<file path="config.mk">
export PLATFORM = sky130hd
export DESIGN_NAME = omtc_ctrl
export DESIGN_NICKNAME = d
export VERILOG_FILES = /design/src/inc/omtc_pkg.sv /design/src/hdl/omtc_ctrl.sv
export SDC_FILE = /design/constraint.sdc
export NUM_CORES = 1
export LEC_CHECK = 0
export BUFFER_PORTS_ARGS = -buffer_cell sky130_fd_sc_hd__buf_4
export CAP_MARGIN = 15
export CORE_UTILIZATION = 40
export DETAILED_ROUTE_END_ITERATION = 8
export PLACE_DENSITY = 0.64
export SKIP_CTS_REPAIR_TIMING = 1
export SYNTH_ARGS = -nofsm -noshare
export SYNTH_HDL_FRONTEND = slang
export SYNTH_SLANG_ARGS = --single-unit
</file>
<file path="constraint.sdc">
create_clock -name core_clk_i -period 8.6 [get_ports core_clk_i]
set_input_delay 2.58 -clock core_clk_i [delete_from_list [all_inputs] [get_ports core_clk_i]]
set_output_delay 2.58 -clock core_clk_i [all_outputs]
set_load 0.02 [all_outputs]
</file>
<file path="src/inc/omtc_pkg.sv">
/*
  Package for the operating-mode transition controller.
  Holds the mode encoding, reset values and settling-time constants.
  Assumes a single 40 MHz core clock and synchronous active-high reset.
*/
package omtc_pkg;

  // Operating modes, one-hot.
  typedef enum logic [8:0] {
    OMTC_RESET     = 9'h001,
    OMTC_ACT_HIGH  = 9'h002,
    OMTC_ACT_MED   = 9'h004,
    OMTC_SUBACT    = 9'h008,
    OMTC_SLP_HIGH  = 9'h010,
    OMTC_SLP_MED   = 9'h020,
    OMTC_SUBSLEEP  = 9'h040,
    OMTC_STANDBY   = 9'h080,
    OMTC_WATCH     = 9'h100
  } omtc_mode_e;

  localparam int unsigned OMTC_SETTLE_W = 3;
  localparam int unsigned OMTC_CNT_W = 16;
  // Settling time in clock cycles for code 0 of the settling field; each code step doubles it.
  localparam logic [OMTC_CNT_W-1:0] OMTC_SETTLE_BASE = 16'h0008;
  localparam logic [1:0] OMTC_SUBDIV_RST = 2'h0;
  localparam logic [OMTC_CNT_W-1:0] OMTC_CNT_RST = 16'h0000;

endpackage

</file>
<file path="src/hdl/omtc_ctrl.sv">
/*
  Operating-mode transition controller: chooses the halt or run mode on a
  sleep request, wakes on interrupts, and handles reset.
  Assumes the processor core drives sleep_req_i and the interrupt inputs on
  core_clk_i; only the external reset pin is asynchronous and synchronised.
*/
`timescale 1ns/10ps

// Function
// A sleep request moves a running mode to the halted mode chosen by the select bits.
// An interrupt in any halted mode returns to a running mode.
// From active with no direct transition, standby and watch bits pick sleep, standby or watch.
// Wake targets: sleep to same-speed active, subsleep to subactive, others by the speed bits.
// From subactive, low-speed 1, standby 0, watch 1, direct 0 enters subsleep.
// Direct transition to active high-speed needs standby 0 from active, standby and watch 1 from subactive.
// Direct transition to active medium-speed uses the same conditions with the medium bit set.
// Low-speed, standby, watch and direct all 1 go to subactive; from medium active the medium bit too.
// Direct transitions never pass through a halted mode.
// Active to active and subactive to subactive direct transitions are allowed.
// The external reset pin forces the reset state from any mode.
// The system oscillator runs only in active and sleep; instructions run only in active and subactive.
// The code also runs the oscillator in the reset state and while standby settles.
// A maskable interrupt does not wake when the global mask is set or its enable is clear.
// Leaving standby restarts the system clock and waits the selected settling time first.
// The subclock divide is 8, 4, 2 or 1 for codes 00 to 11, taking effect after the sleep request.
// Select combinations matching no row leave the running mode unchanged.
// The non-maskable interrupt wakes every halted mode.
module omtc_ctrl (
  input wire logic core_clk_i,
  input wire logic srst_i,
  input wire logic external_reset_n_i,
  input wire logic sleep_req_i,
  input wire logic irq_req_i,
  input wire logic irq_enable_i,
  input wire logic global_irq_mask_i,
  input wire logic nmi_req_i,
  input wire logic low_speed_select_i,
  input wire logic medium_speed_select_i,
  input wire logic software_standby_select_i,
  input wire logic watch_mode_select_i,
  input wire logic direct_transition_select_i,
  input wire logic [2:0] standby_settle_time_field_i,
  input wire logic [1:0] sub_clk_div_sel_i,
  output logic [8:0] mode_o,
  output logic sys_osc_en_o,
  output logic cpu_run_o,
  output logic irq_handle_o,
  output logic [1:0] sub_clk_div_sel_o,
  output logic [3:0] sub_clk_div_o
);

  omtc_pkg::omtc_mode_e mode_q, mode_d;
  logic rst_meta_q, rst_sync_q;
  logic settling_q;
  logic [omtc_pkg::OMTC_CNT_W-1:0] settle_cnt_q;
  logic [1:0] subdiv_q;
  logic wake;
  omtc_pkg::omtc_mode_e wake_mode;

  // Settling time grows by powers of two with the field code.
  function automatic logic [omtc_pkg::OMTC_CNT_W-1:0] settle_cycles(input logic [2:0] code);
    settle_cycles = omtc_pkg::OMTC_SETTLE_BASE << code;
  endfunction

  // Mode reached on wake from a halted mode that wakes to active or subactive.
  function automatic omtc_pkg::omtc_mode_e speed_mode(input logic ls, input logic ms);
    if (ls) begin
      speed_mode = omtc_pkg::OMTC_SUBACT;
    end else if (ms) begin
      speed_mode = omtc_pkg::OMTC_ACT_MED;
    end else begin
      speed_mode = omtc_pkg::OMTC_ACT_HIGH;
    end
  endfunction

  // Two-flop synchroniser for the reset pin, which is asynchronous to the core clock.
  // Cleared by the core reset so that release reaches active mode on the first edge.
  always_ff @(posedge core_clk_i) begin
    if (srst_i) begin
      rst_meta_q <= 1'b0;
      rst_sync_q <= 1'b0;
    end else begin
      rst_meta_q <= ~external_reset_n_i;
      rst_sync_q <= rst_meta_q;
    end
  end

  // Masked interrupts are ignored; the non-maskable one always wakes.
  assign wake = nmi_req_i | (irq_req_i & irq_enable_i & ~global_irq_mask_i);

  // Wake target depends on the halted mode.
  always_comb begin
    wake_mode = omtc_pkg::OMTC_ACT_HIGH;
    unique case (mode_q)
      omtc_pkg::OMTC_SLP_HIGH: wake_mode = omtc_pkg::OMTC_ACT_HIGH;
      omtc_pkg::OMTC_SLP_MED: wake_mode = omtc_pkg::OMTC_ACT_MED;
      omtc_pkg::OMTC_SUBSLEEP: wake_mode = omtc_pkg::OMTC_SUBACT;
      omtc_pkg::OMTC_STANDBY: wake_mode = speed_mode(1'b0, medium_speed_select_i);
      omtc_pkg::OMTC_WATCH: wake_mode = speed_mode(low_speed_select_i, medium_speed_select_i);
      default: wake_mode = mode_q;
    endcase
  end

  // Next-mode decode for a sleep request; unmatched rows keep the current mode.
  always_comb begin
    logic ls, ms, sb, wt, dt;
    ls = low_speed_select_i;
    ms = medium_speed_select_i;
    sb = software_standby_select_i;
    wt = watch_mode_select_i;
    dt = direct_transition_select_i;
    mode_d = mode_q;
    unique case (mode_q)
      omtc_pkg::OMTC_RESET: mode_d = omtc_pkg::OMTC_ACT_HIGH;
      omtc_pkg::OMTC_ACT_HIGH, omtc_pkg::OMTC_ACT_MED: begin
        if (sleep_req_i) begin
          if (!ls && !sb) begin
            if (!dt) begin
              mode_d = ms ? omtc_pkg::OMTC_SLP_MED : omtc_pkg::OMTC_SLP_HIGH;
            end else begin
              mode_d = ms ? omtc_pkg::OMTC_ACT_MED : omtc_pkg::OMTC_ACT_HIGH;
            end
          end else if (sb && !wt && !ls && !dt) begin
            mode_d = omtc_pkg::OMTC_STANDBY;
          end else if (sb && wt && !dt && (!ls || mode_q == omtc_pkg::OMTC_ACT_HIGH || ms)) begin
            mode_d = omtc_pkg::OMTC_WATCH;
          end else if (ls && sb && wt && dt && (mode_q == omtc_pkg::OMTC_ACT_HIGH || ms)) begin
            mode_d = omtc_pkg::OMTC_SUBACT;
          end
        end
      end
      omtc_pkg::OMTC_SUBACT: begin
        if (sleep_req_i) begin
          if (ls && !sb && wt && !dt) begin
            mode_d = omtc_pkg::OMTC_SUBSLEEP;
          end else if (sb && wt && !dt) begin
            mode_d = omtc_pkg::OMTC_WATCH;
          end else if (sb && wt && dt) begin
            mode_d = speed_mode(ls, ms);
          end
        end
      end
      omtc_pkg::OMTC_SLP_HIGH, omtc_pkg::OMTC_SLP_MED, omtc_pkg::OMTC_SUBSLEEP,
      omtc_pkg::OMTC_WATCH: begin
        if (wake && !(mode_q == omtc_pkg::OMTC_WATCH && wake_mode != omtc_pkg::OMTC_SUBACT)) begin
          mode_d = wake_mode;
        end else if (wake) begin
          mode_d = omtc_pkg::OMTC_STANDBY; // Watch to active reuses the settling path.
        end
      end
      omtc_pkg::OMTC_STANDBY: begin
        if (settling_q && settle_cnt_q == omtc_pkg::OMTC_CNT_RST) begin
          mode_d = wake_mode;
        end
      end
      default: mode_d = omtc_pkg::OMTC_RESET;
    endcase
  end

  // Mode register; the synchronised reset pin wins over everything.
  always_ff @(posedge core_clk_i) begin
    if (srst_i || rst_sync_q) begin
      mode_q <= omtc_pkg::OMTC_RESET;
    end else begin
      mode_q <= mode_d;
    end
  end

  // Settling counter: starts on wake in standby, or on watch-to-active wake.
  // Reusing the standby state for the watch wake keeps one counter for both.
  always_ff @(posedge core_clk_i) begin
    if (srst_i || rst_sync_q) begin
      settling_q <= 1'b0;
      settle_cnt_q <= omtc_pkg::OMTC_CNT_RST;
    end else if (mode_q == omtc_pkg::OMTC_WATCH && mode_d == omtc_pkg::OMTC_STANDBY) begin
      settling_q <= 1'b1;
      settle_cnt_q <= settle_cycles(standby_settle_time_field_i) - 16'h0001;
    end else if (mode_q == omtc_pkg::OMTC_STANDBY && !settling_q && wake) begin
      settling_q <= 1'b1;
      settle_cnt_q <= settle_cycles(standby_settle_time_field_i) - 16'h0001;
    end else if (settling_q && settle_cnt_q != omtc_pkg::OMTC_CNT_RST) begin
      settle_cnt_q <= settle_cnt_q - 16'h0001;
    end else begin
      settling_q <= 1'b0;
    end
  end

  // Subclock divide select is latched when a sleep request is accepted.
  always_ff @(posedge core_clk_i) begin
    if (srst_i || rst_sync_q) begin
      subdiv_q <= omtc_pkg::OMTC_SUBDIV_RST;
    end else if (sleep_req_i && cpu_run_o) begin
      subdiv_q <= sub_clk_div_sel_i;
    end
  end

  // Outputs derived from the current and next mode, the settling flag and the latched divide code.
  assign mode_o = mode_q;
  assign sys_osc_en_o = (mode_q == omtc_pkg::OMTC_ACT_HIGH) || (mode_q == omtc_pkg::OMTC_ACT_MED)
    || (mode_q == omtc_pkg::OMTC_SLP_HIGH) || (mode_q == omtc_pkg::OMTC_SLP_MED)
    || (mode_q == omtc_pkg::OMTC_RESET) || settling_q;
  assign cpu_run_o = (mode_q == omtc_pkg::OMTC_ACT_HIGH) || (mode_q == omtc_pkg::OMTC_ACT_MED)
    || (mode_q == omtc_pkg::OMTC_SUBACT);
  assign irq_handle_o = (mode_q != mode_d) && !cpu_run_o && (mode_d != omtc_pkg::OMTC_STANDBY)
    && (mode_d != omtc_pkg::OMTC_RESET);
  assign sub_clk_div_sel_o = subdiv_q;
  assign sub_clk_div_o = 4'h8 >> subdiv_q;
endmodule

</file>
==> results.yml, run 1 <==
run_status:
  status: "complete, no violations"
cells_and_area:
  diodes: 0
  final_cell_mix: "nor2_1 (39), buf_4 (36), a21oi_1 (31)"
  multi_input_area_um2: 1770
  syn2layout_area_growth_pct: 13.7
  nets: 375
  fill_cells: 608
  drive_gt1_share_pct: 19.1
  final_common_cell: "nor2_1"
  fin_util_pct: 48.0
  ff_latch_area_um2: 601
clocking:
  clk_pin_slew_worst_paths_ns: 0.06
  cts_sinks: 30
  cts-root-buf: "clkbuf_8"
  cts_inserted_buffers: 5
  htree_num_levels: 2
  cts_buffer_depth: 2
  tritoncts: "built"
  worstSkewPairLatency_ns: 0.30
drt:
  routed_wl_mm: 7.20
  drcViolationCount: 0
  vias: 2654
  wl_per_cell_um: 16.7
  drtIter0Drc: 145
  antenna_left: 0
  vias_per_cell: 6.16
  firstDrtPassIters: 5
power:
  pwr-share-clk_pct: 36.3
  p_seq_share_pct: 42.2
  irDropWorstVdd_mv: 0.0684
  power_frac_comb_pct: 21.5
  p_sw_share_pct: 32.1
  p_leak_nw: 1.14
  power.internal_mw: 0.235
  power.density_nw_per_um2: 120
  p_switching_mw: 0.111
placement:
  io_buffers: 35
  detailed_place_hpwl_mm: 5.00
  pre_cts_ws_ns: 1.48
  place_congestion: 0.966
sta:
  maxSlewHeadroom_pct: 38.1
  drv_slew: 0
  final.setup_skew_ns: 0.0147
  period_needed_ns: 7.19
  tns_ns: 0
  timing.final.ws_setup_ns: 1.41
  worstMarginPinSlew_ns: 0.905
  rsz0062_at_grt: "false"
  hold_ws_ns: 0.447
  period_share_pct: 83.6
  setup_viol: 0
  hold_viol: 0
  fmax_ghz: 0.139
synthesis:
  async_flop_share_pct: 0
  synth_warnings: 0
  synth-seq-cells: 30
  syn_nets: 356
  synth_edf_count: 0
  syn_area_um2: 2530
  syn_area_per_cell_um2: 7.52
  syn_inst: 336
  synth_flop_cell: "dfxtp_1"
  yosysSeqAreaShare_pct: 23.8
  synth.distinct_cells: 70
critical_path:
  cp-end-kind: "output port"
  path_cells: "buf_4 > nand2b_1 > mux2i_1 > a311o_1 > a2111oi_4 > a21oi_1 > nor2_1 > o311a_1 > buf_4"
  critical_path.top_delay_family: "compound AO/OA/AOI/OAI gates"
  critPathSlowestCell: "a311o_1"
  cpPeakStageDelay_ns: 0.44
  startpoint_type: "primary input"
  path_class: "in -> out"
  crit_buf_inv: 2
  cp.arrival_ns: 4.61
  crit_top_cell: "buf_4"
  worst-path-max-fanout: 17
  cp_data_required_time_ns: 6.02
floorplan:
  boundaryPins: 36
  coreArea_um2: 5990
  rows: 28
  initial_core_util_pct: 42.2
  die_h_um: 81.5
  die_area_um2: 6640
  die_w_um: 81.5
flow_run:
  max-cap-violations: 0
global_routing:
  grt_usage_pct: 23.4
  grt_max_degree: 26
  first_global_vias: 2438
  gr-total-overflow: 0
  antenna_found_initial: 0
  grt_pass1_wl_mm: 12.0
min_path:
  worstHoldPathType: "reg -> reg"
==> registers in the layout, indices dropped and copies added, names as in the netlist <==
| name | cells |
|---|---|
| rst_meta_q | 1 |
| mode_o | 9 |
| settling_q | 1 |
| rst_sync_q | 1 |
| settle_cnt_q | 16 |
| sub_clk_div_sel_o | 2 |
==> layout make-up <==
cell class                 count  area share (%)
timing repair buffer          36            9.41
clock buffer                   6            2.87
inverter                      12            1.57
clock inverter                 2           0.436
tap                           75            3.27
sequential                    30            20.9
multi-input combinational    270            61.5
==> cell usage after synthesis (all sizes together), types with 4 or more instances <==
cell,n,area share (%)
nor2,39,5.8
a21oi,31,6.1
dfxtp,30,24
nand2,22,3.3
clkbuf,16,2.4
nor3,15,3.2
xnor2,13,4.5
inv,12,1.8
nand3,12,2.4
nor4,11,3.0
o21ai,9,1.8
a211oi,8,3.6
buf,8,2.1
or3,8,2.4
nand2b,6,1.5
a21o,5,1.5
nor2b,5,1.2
or2,5,1.2
or4,5,1.6
xor2,5,1.7
and4,4,1.4
o22ai,4,0.99
o41ai,4,2.1
or4b,4,1.6
==> metrics by stage <==
| step | instances | cell area [µm²] | total power [mW] |
|---|---|---|---|
| after detailed placement | 423 | 2780 | 0.222 |
| after global routing | 431 | 2870 | 0.362 |
| after floorplan | 336 | 2530 | 0.196 |
| final | 431 | 2870 | 0.346 |
| after global placement | 423 | 2780 | 0.222 |
| after CTS | 431 | 2870 | 0.347 |
==> worst paths after layout <==
path | cells after the start | slack, ns | startpoint | to
setup / recovery | 9 | 1.41 | low_speed_select_i | irq_handle_o
hold / removal | 1 | 0.45 | rst_meta_q | rst_sync_q
setup reg to reg | 7 | 5.16 | mode_o[1] | settle_cnt_q[4]
hold reg to reg | 1 | 0.45 | rst_meta_q | rst_sync_q
==> power by group through the flow <==
stage	Sequential, mW	Clock (mW)	Combinational, mW
3_5_place_dp	0.149	0	0.0728
5_1_grt	0.146	0.135	0.0805
6_report	0.146	0.125	0.0744
3_3_place_gp	0.149	0	0.0732
2_1_floorplan	0.148	0	0.0477
4_1_cts	0.146	0.128	0.0732
==> kinds of logic after synthesis <==
| logic type | after synthesis | synth area share [%] |
|---|---|---|
| AND/OR/NAND/NOR | 152 | 33.4 |
| AO/OA/AOI/OAI | 96 | 28.5 |
| buffers and inverters | 36 | 6.29 |
| flip-flops | 30 | 23.8 |
| XOR/XNOR | 18 | 6.24 |
| multiplexers | 2 | 0.792 |
| adder cells (fa/ha/maj) | 2 | 0.990 |
==> layer usage <==
layer  part of all wire [%]  GRT usage (%)  wire length [µm]  vias up
met5                      0              0                 0        -
met4                    2.3           8.93               163        0
met3                    8.2           4.67               588       19
met2                     44           34.6              3140      122
met1                     46           33.0              3310     1222
li1                       -              -                 -     1291
(Power assumes the default switching activity.)
==> run 2: changes to the inputs <==
==> constraint.sdc (replaced) <==
create_clock -name core_clk_i -period 6.7 [get_ports core_clk_i]
set_input_delay 2.01 -clock core_clk_i [delete_from_list [all_inputs] [get_ports core_clk_i]]
set_output_delay 2.01 -clock core_clk_i [all_outputs]
set_load 0.02 [all_outputs]
==> run 2 against run 1 <==
Against the previous run:
- critical path type unchanged
- total power increased by 28%
- sequential cell count unchanged
- largest cell class unchanged
- final area unchanged
- cell count unchanged
- worst setup slack got worse by 0.73 ns
- clock skew increased by 0.0018 ns
- critical path depth unchanged
- non-clock buffer count unchanged
- die area unchanged
- sequential share of layout area unchanged
- clock power increased by 29%
==> results.yml, run 2 (synthesis results as in run 1) <==
drt:
  drtIter0Drc: 151
  antenna_left: 0
  vias: 2693
  vias_per_cell: 6.25
  drcViolationCount: 0
  firstDrtPassIters: 5
  wl_per_cell_um: 16.4
  routed_wl_mm: 7.06
global_routing:
  met2_usage_pct: 33.4
  grt_max_degree: 26
  grtUsageMet1_pct: 33.1
  grt_usage_pct: 22.9
  grt_pass1_wl_mm: 11.9
  antenna_found_initial: 0
  gr-total-overflow: 0
  grt-busiest-layer: "met2"
  grt_use_met3_pct: 4.11
  first_global_vias: 2449
cells_and_area:
  ff_latch_area_um2: 601
  final_common_cell: "nor2_1"
  fin_util_pct: 48.0
  largest_reg_flops: 16
  multi_input_area_um2: 1770
  drive_gt1_share_pct: 19.1
  largest-register: "settle_cnt_q"
  diodes: 0
  final_cell_mix: "nor2_1 (39), buf_4 (36), a21oi_1 (31)"
  fill_cells: 595
  nets: 375
  syn2layout_area_growth_pct: 13.7
critical_path:
  cp_data_required_time_ns: 4.69
  cp-end-kind: "output port"
  cp.arrival_ns: 4.02
  startpoint_type: "primary input"
  path_class: "in -> out"
  reg2regPathDepth: 7
  worst-path-max-fanout: 7
sta:
  tns_ns: 0
  fmax_ghz: 0.166
  worstMarginPinSlew_ns: 0.878
  drv_slew: 0
  final.setup_skew_ns: 0.0165
  maxSlewHeadroom_pct: 40.0
  hold_viol: 0
  setup_viol: 0
  rsz0062_at_grt: "false"
  period_share_pct: 89.9
  period_needed_ns: 6.03
placement:
  io_buffers: 35
  detailed_place_hpwl_mm: 5.04
  place_congestion: 0.966
min_path:
  min_path_cells: 1
  worstHoldPathType: "reg -> reg"
clocking:
  clk_pin_slew_worst_paths_ns: 0.07
  cts-root-buf: "clkbuf_8"
  htree_num_levels: 2
  tritoncts: "built"
  worstSkewPairLatency_ns: 0.30
  cts_inserted_buffers: 5
  cts_sinks: 30
  cts_buffer_depth: 2
floorplan:
  initial_core_util_pct: 42.2
  boundaryPins: 36
  die_area_um2: 6640
  die_h_um: 81.5
  rows: 28
  die_w_um: 81.5
  coreArea_um2: 5990
power:
  power_mw: 0.442
  p_seq_share_pct: 42.3
  p_leak_nw: 1.14
  pwr-share-clk_pct: 36.3
  power.internal_mw: 0.301
  power.density_nw_per_um2: 154
  p_sw_share_pct: 31.9
  irDropWorstVdd_mv: 0.0817
  power_frac_comb_pct: 21.4
  p_switching_mw: 0.141
flow_run:
  max-cap-violations: 0
run_status:
  status: "complete, no violations"
## run 2: cell counts in the layout (fill, tap and decap cells not counted)
Identical to the previous run, type by type.
## run 2: final timing paths
| kind | startpoint | endpoint | slack, ns |
|---|---|---|---|
| worst max-delay path | irq_enable_i | irq_handle_o | 0.67 |
| worst min-delay path | rst_meta_q | rst_sync_q | 0.44 |
| worst max register to register | mode_o[1] | settle_cnt_q[4] | 3.31 |
| worst min register to register | rst_meta_q | rst_sync_q | 0.44 |
## run 2: power groups by stage
stage	sequential [mW]	clock, mW	combinational (mW)
floorplan	0.190	0	0.0612
global placement	0.191	0	0.0939
detailed placement	0.191	0	0.0932
CTS	0.187	0.163	0.0937
global route	0.188	0.169	0.103
finish	0.187	0.161	0.0947
## run 2: critical path: stages
cell and delay [ns]:
buf_4 0.11, and3b_1 0.18, nor2_1 0.35, a22oi_1 0.16
a2bb2oi_1 0.15, a2111oi_0 0.36, nand4_1 0.15, o311a_1 0.38
buf_4 0.16
## run 2: routing by layer
layer | wire length, µm | vias up
li1 | - | 1294
met1 | 3270 | 1240
met2 | 3060 | 134
met3 | 560 | 25
met4 | 173 | 0
met5 | 0 | -
## run 2: area by class of cell
type                            count  area share (%)
Tap cell                           75            3.27
Multi-Input combinational cell    270            61.5
Clock buffer                        6            2.87
Sequential cell                    30            20.9
Clock inverter                      2           0.436
Inverter                           12            1.57
Timing Repair Buffer               36            9.41
## run 2: through the flow
step           setup slack, ns  instance area [µm²]  cells  hold slack (ns)
4_1_cts                  0.711                 2870    431            0.448
5_1_grt                  0.532                 2870    431            0.468
2_1_floorplan             1.01                 2530    336            0.414
6_report                 0.675                 2870    431            0.445
3_3_place_gp             0.752                 2780    423            0.426
3_5_place_dp             0.712                 2780    423            0.430
==> run 3: changes to the inputs <==
--- a/config.mk
+++ b/config.mk
@@ -7,9 +7,11 @@
 export LEC_CHECK = 0
 export BUFFER_PORTS_ARGS = -buffer_cell sky130_fd_sc_hd__buf_4
 export CAP_MARGIN = 15
+export CORE_ASPECT_RATIO = 1.5
 export CORE_UTILIZATION = 40
 export DETAILED_ROUTE_END_ITERATION = 8
 export PLACE_DENSITY = 0.64
+export RECOVER_POWER = 100
 export SKIP_CTS_REPAIR_TIMING = 1
 export SYNTH_ARGS = -nofsm -noshare
 export SYNTH_HDL_FRONTEND = slang
==> run 3 against run 2 <==
Against the previous run:
- the run now ends with max-capacitance violations, max-slew violations left
- hold slack lost 0.00090 ns
- register-to-register slack got worse by 0.17 ns
- sequential power barely moved
- sequential cell count did not move
- routed wire length rose by 8.1%
- clock-buffer cell count is 1 higher
- fmax increased by 0.23%
- total power is 6.5% lower
- cell count unchanged
- first-iteration DRC count grew 19%
- critical path depth did not move
- largest cell class unchanged
==> results.yml, run 3 (synthesis results as in run 1) <==
floorplan:
  die_h_um: 99.4
  rows: 35
  boundaryPins: 36
  initial_core_util_pct: 41.2
  coreArea_um2: 6130
  die_area_um2: 6650
  die_w_um: 66.9
min_path:
  min_from: "rst_meta_q"
  min_path_cells: 1
  worstHoldPathType: "reg -> reg"
  hold_end: "rst_sync_q"
cells_and_area:
  final_cells: 431
  syn2layout_area_growth_pct: 9.85
  nets: 377
  final_cell_mix: "nor2_1 (39), a21oi_1 (31), dfxtp_1 (30)"
  largest_reg_flops: 16
  drive_gt1_share_pct: 12.0
  final_common_cell: "nor2_1"
  diodes: 0
  largest-register: "settle_cnt_q"
drt:
  vias: 2707
  wl_per_cell_um: 17.7
  routed_wl_mm: 7.64
  vias_per_cell: 6.28
  drtIter0Drc: 180
  firstDrtPassIters: 4
  drcViolationCount: 0
  antenna_left: 0
critical_path:
  regToRegEndpoint: "settle_cnt_q[4]"
  critical_path_cell_count: 9
  startpoint_type: "primary input"
  cp.arrival_ns: 4.00
  critical_path.top_delay_family: "compound AO/OA/AOI/OAI gates"
  cp-end-kind: "output port"
  reg2reg_from: "mode_o[1]"
  cp_data_required_time_ns: 4.69
  critPathSlowestCell: "a311o_1"
  path_cells: "buf_4 > nand2b_1 > mux2i_1 > a311o_1 > a2111oi_4 > a21oi_1 > nor2_1 > o311a_1 > clkbuf_1"
  worst-path-max-fanout: 17
  reg2regPathDepth: 7
  crit_buf_inv: 2
  path_class: "in -> out"
  r2r_slack_ns: 3.14
  cpPeakStageDelay_ns: 0.45
clocking:
  cts_buffer_depth: 2
  worstSkewPairLatency_ns: 0.28
  cts_sinks: 30
  cts-root-buf: "clkbuf_8"
  clk_pin_slew_worst_paths_ns: 0.06
  cts_inserted_buffers: 5
  tritoncts: "built"
  htree_num_levels: 2
run_status:
  status: "complete, but fails checks"
  failed_checks: "max-capacitance violations, max-slew violations"
power:
  p_sw_share_pct: 30.7
  power_frac_comb_pct: 22.2
  p_leak_nw: 1.06
  p_switching_mw: 0.127
  power_mw: 0.414
  irDropWorstVdd_mv: 0.0523
  p_seq_share_pct: 45.3
  power.internal_mw: 0.287
  pwr-share-clk_pct: 32.5
  power.density_nw_per_um2: 149
global_routing:
  grt_max_degree: 26
  grt_pass1_wl_mm: 11.9
  grt_usage_pct: 23.9
  first_global_vias: 2523
  antenna_found_initial: 0
  gr-total-overflow: 0
sta:
  rsz0062_at_grt: "false"
  worstMarginPinSlew_ns: 1.60
  setup_viol: 0
  maxSlewHeadroom_pct: -6.80
  hold_ws_ns: 0.444
  final.setup_skew_ns: 0.00316
  tns_ns: 0
  fmax_ghz: 0.166
  period_needed_ns: 6.01
  drv_slew: 26
  hold_viol: 0
  period_share_pct: 89.7
placement:
  detailed_place_hpwl_mm: 5.70
  place_congestion: 0.924
  io_buffers: 35
  dp.cells: 424
flow_run:
  max-cap-violations: 1
-- run 3: cell types whose count changed in the layout (fill, tap and decap cells not counted), moves of 4 or more --
cell | previous run | this run
buf_4 | 36 | 19
clkbuf_1 | 0 | 20
a211oi_2 | 6 | 2
a211oi_1 | 2 | 6
-- run 3: layout make-up --
type,count,area [µm²]
fillers,691,3350
multi-input cells,270,1740
flip-flops and latches,30,601
repair buffers,38,218
well taps,74,92.6
clock buffers,7,76.3
inverters,12,45.0
-- run 3: worst reg2reg max path, delay by kind of cell, from the launching register on --
| family | cells | cell delay [ns] |
|---|---|---|
| DFF | 1 | 0.48 |
| and+or+nand+nor | 2 | 1.29 |
| AOI/OAI and AO/OA | 5 | 1.59 |
-- run 3: per-stage QoR --
step / util (%) / area, µm² / setup WS, ns
after floorplan: - / 2530 / 1.01
after global placement: 45.5 / 2790 / 0.774
after detailed placement: 45.5 / 2790 / 0.758
after CTS: 46.8 / 2870 / 0.755
after global routing: 45.3 / 2780 / 0.564
final: 45.3 / 2780 / 0.689
-- run 3: worst max path at each step --
| stage | endpoint | startpoint | slack (ns) |
|---|---|---|---|
| after floorplan | irq_handle_o | low_speed_select_i | 1.01 |
| after global placement | irq_handle_o | irq_enable_i | 0.77 |
| after detailed placement | irq_handle_o | irq_enable_i | 0.76 |
| after CTS | irq_handle_o | irq_enable_i | 0.75 |
| after global routing | irq_handle_o | irq_enable_i | 0.56 |
| final | irq_handle_o | low_speed_select_i | 0.69 |
-- run 3: power by group through the flow --
| stage | clock network [mW] | registers [mW] | logic (mW) |
|---|---|---|---|
| final | 0.135 | 0.187 | 0.0918 |
| after detailed placement | 0 | 0.191 | 0.0953 |
| after CTS | 0.140 | 0.187 | 0.0959 |
| after global placement | 0 | 0.191 | 0.0956 |
| after global routing | 0.148 | 0.187 | 0.0990 |
| after floorplan | 0 | 0.190 | 0.0612 |
-- run 3: per-layer routing --
metal  vias up  wire [µm]  GRT usage [%]
met1      1265       2900           24.4
met2       104       3930           42.6
met4         0        450           16.2
met5         -          0              0
met3        36        361           4.13
li1       1302          -              -
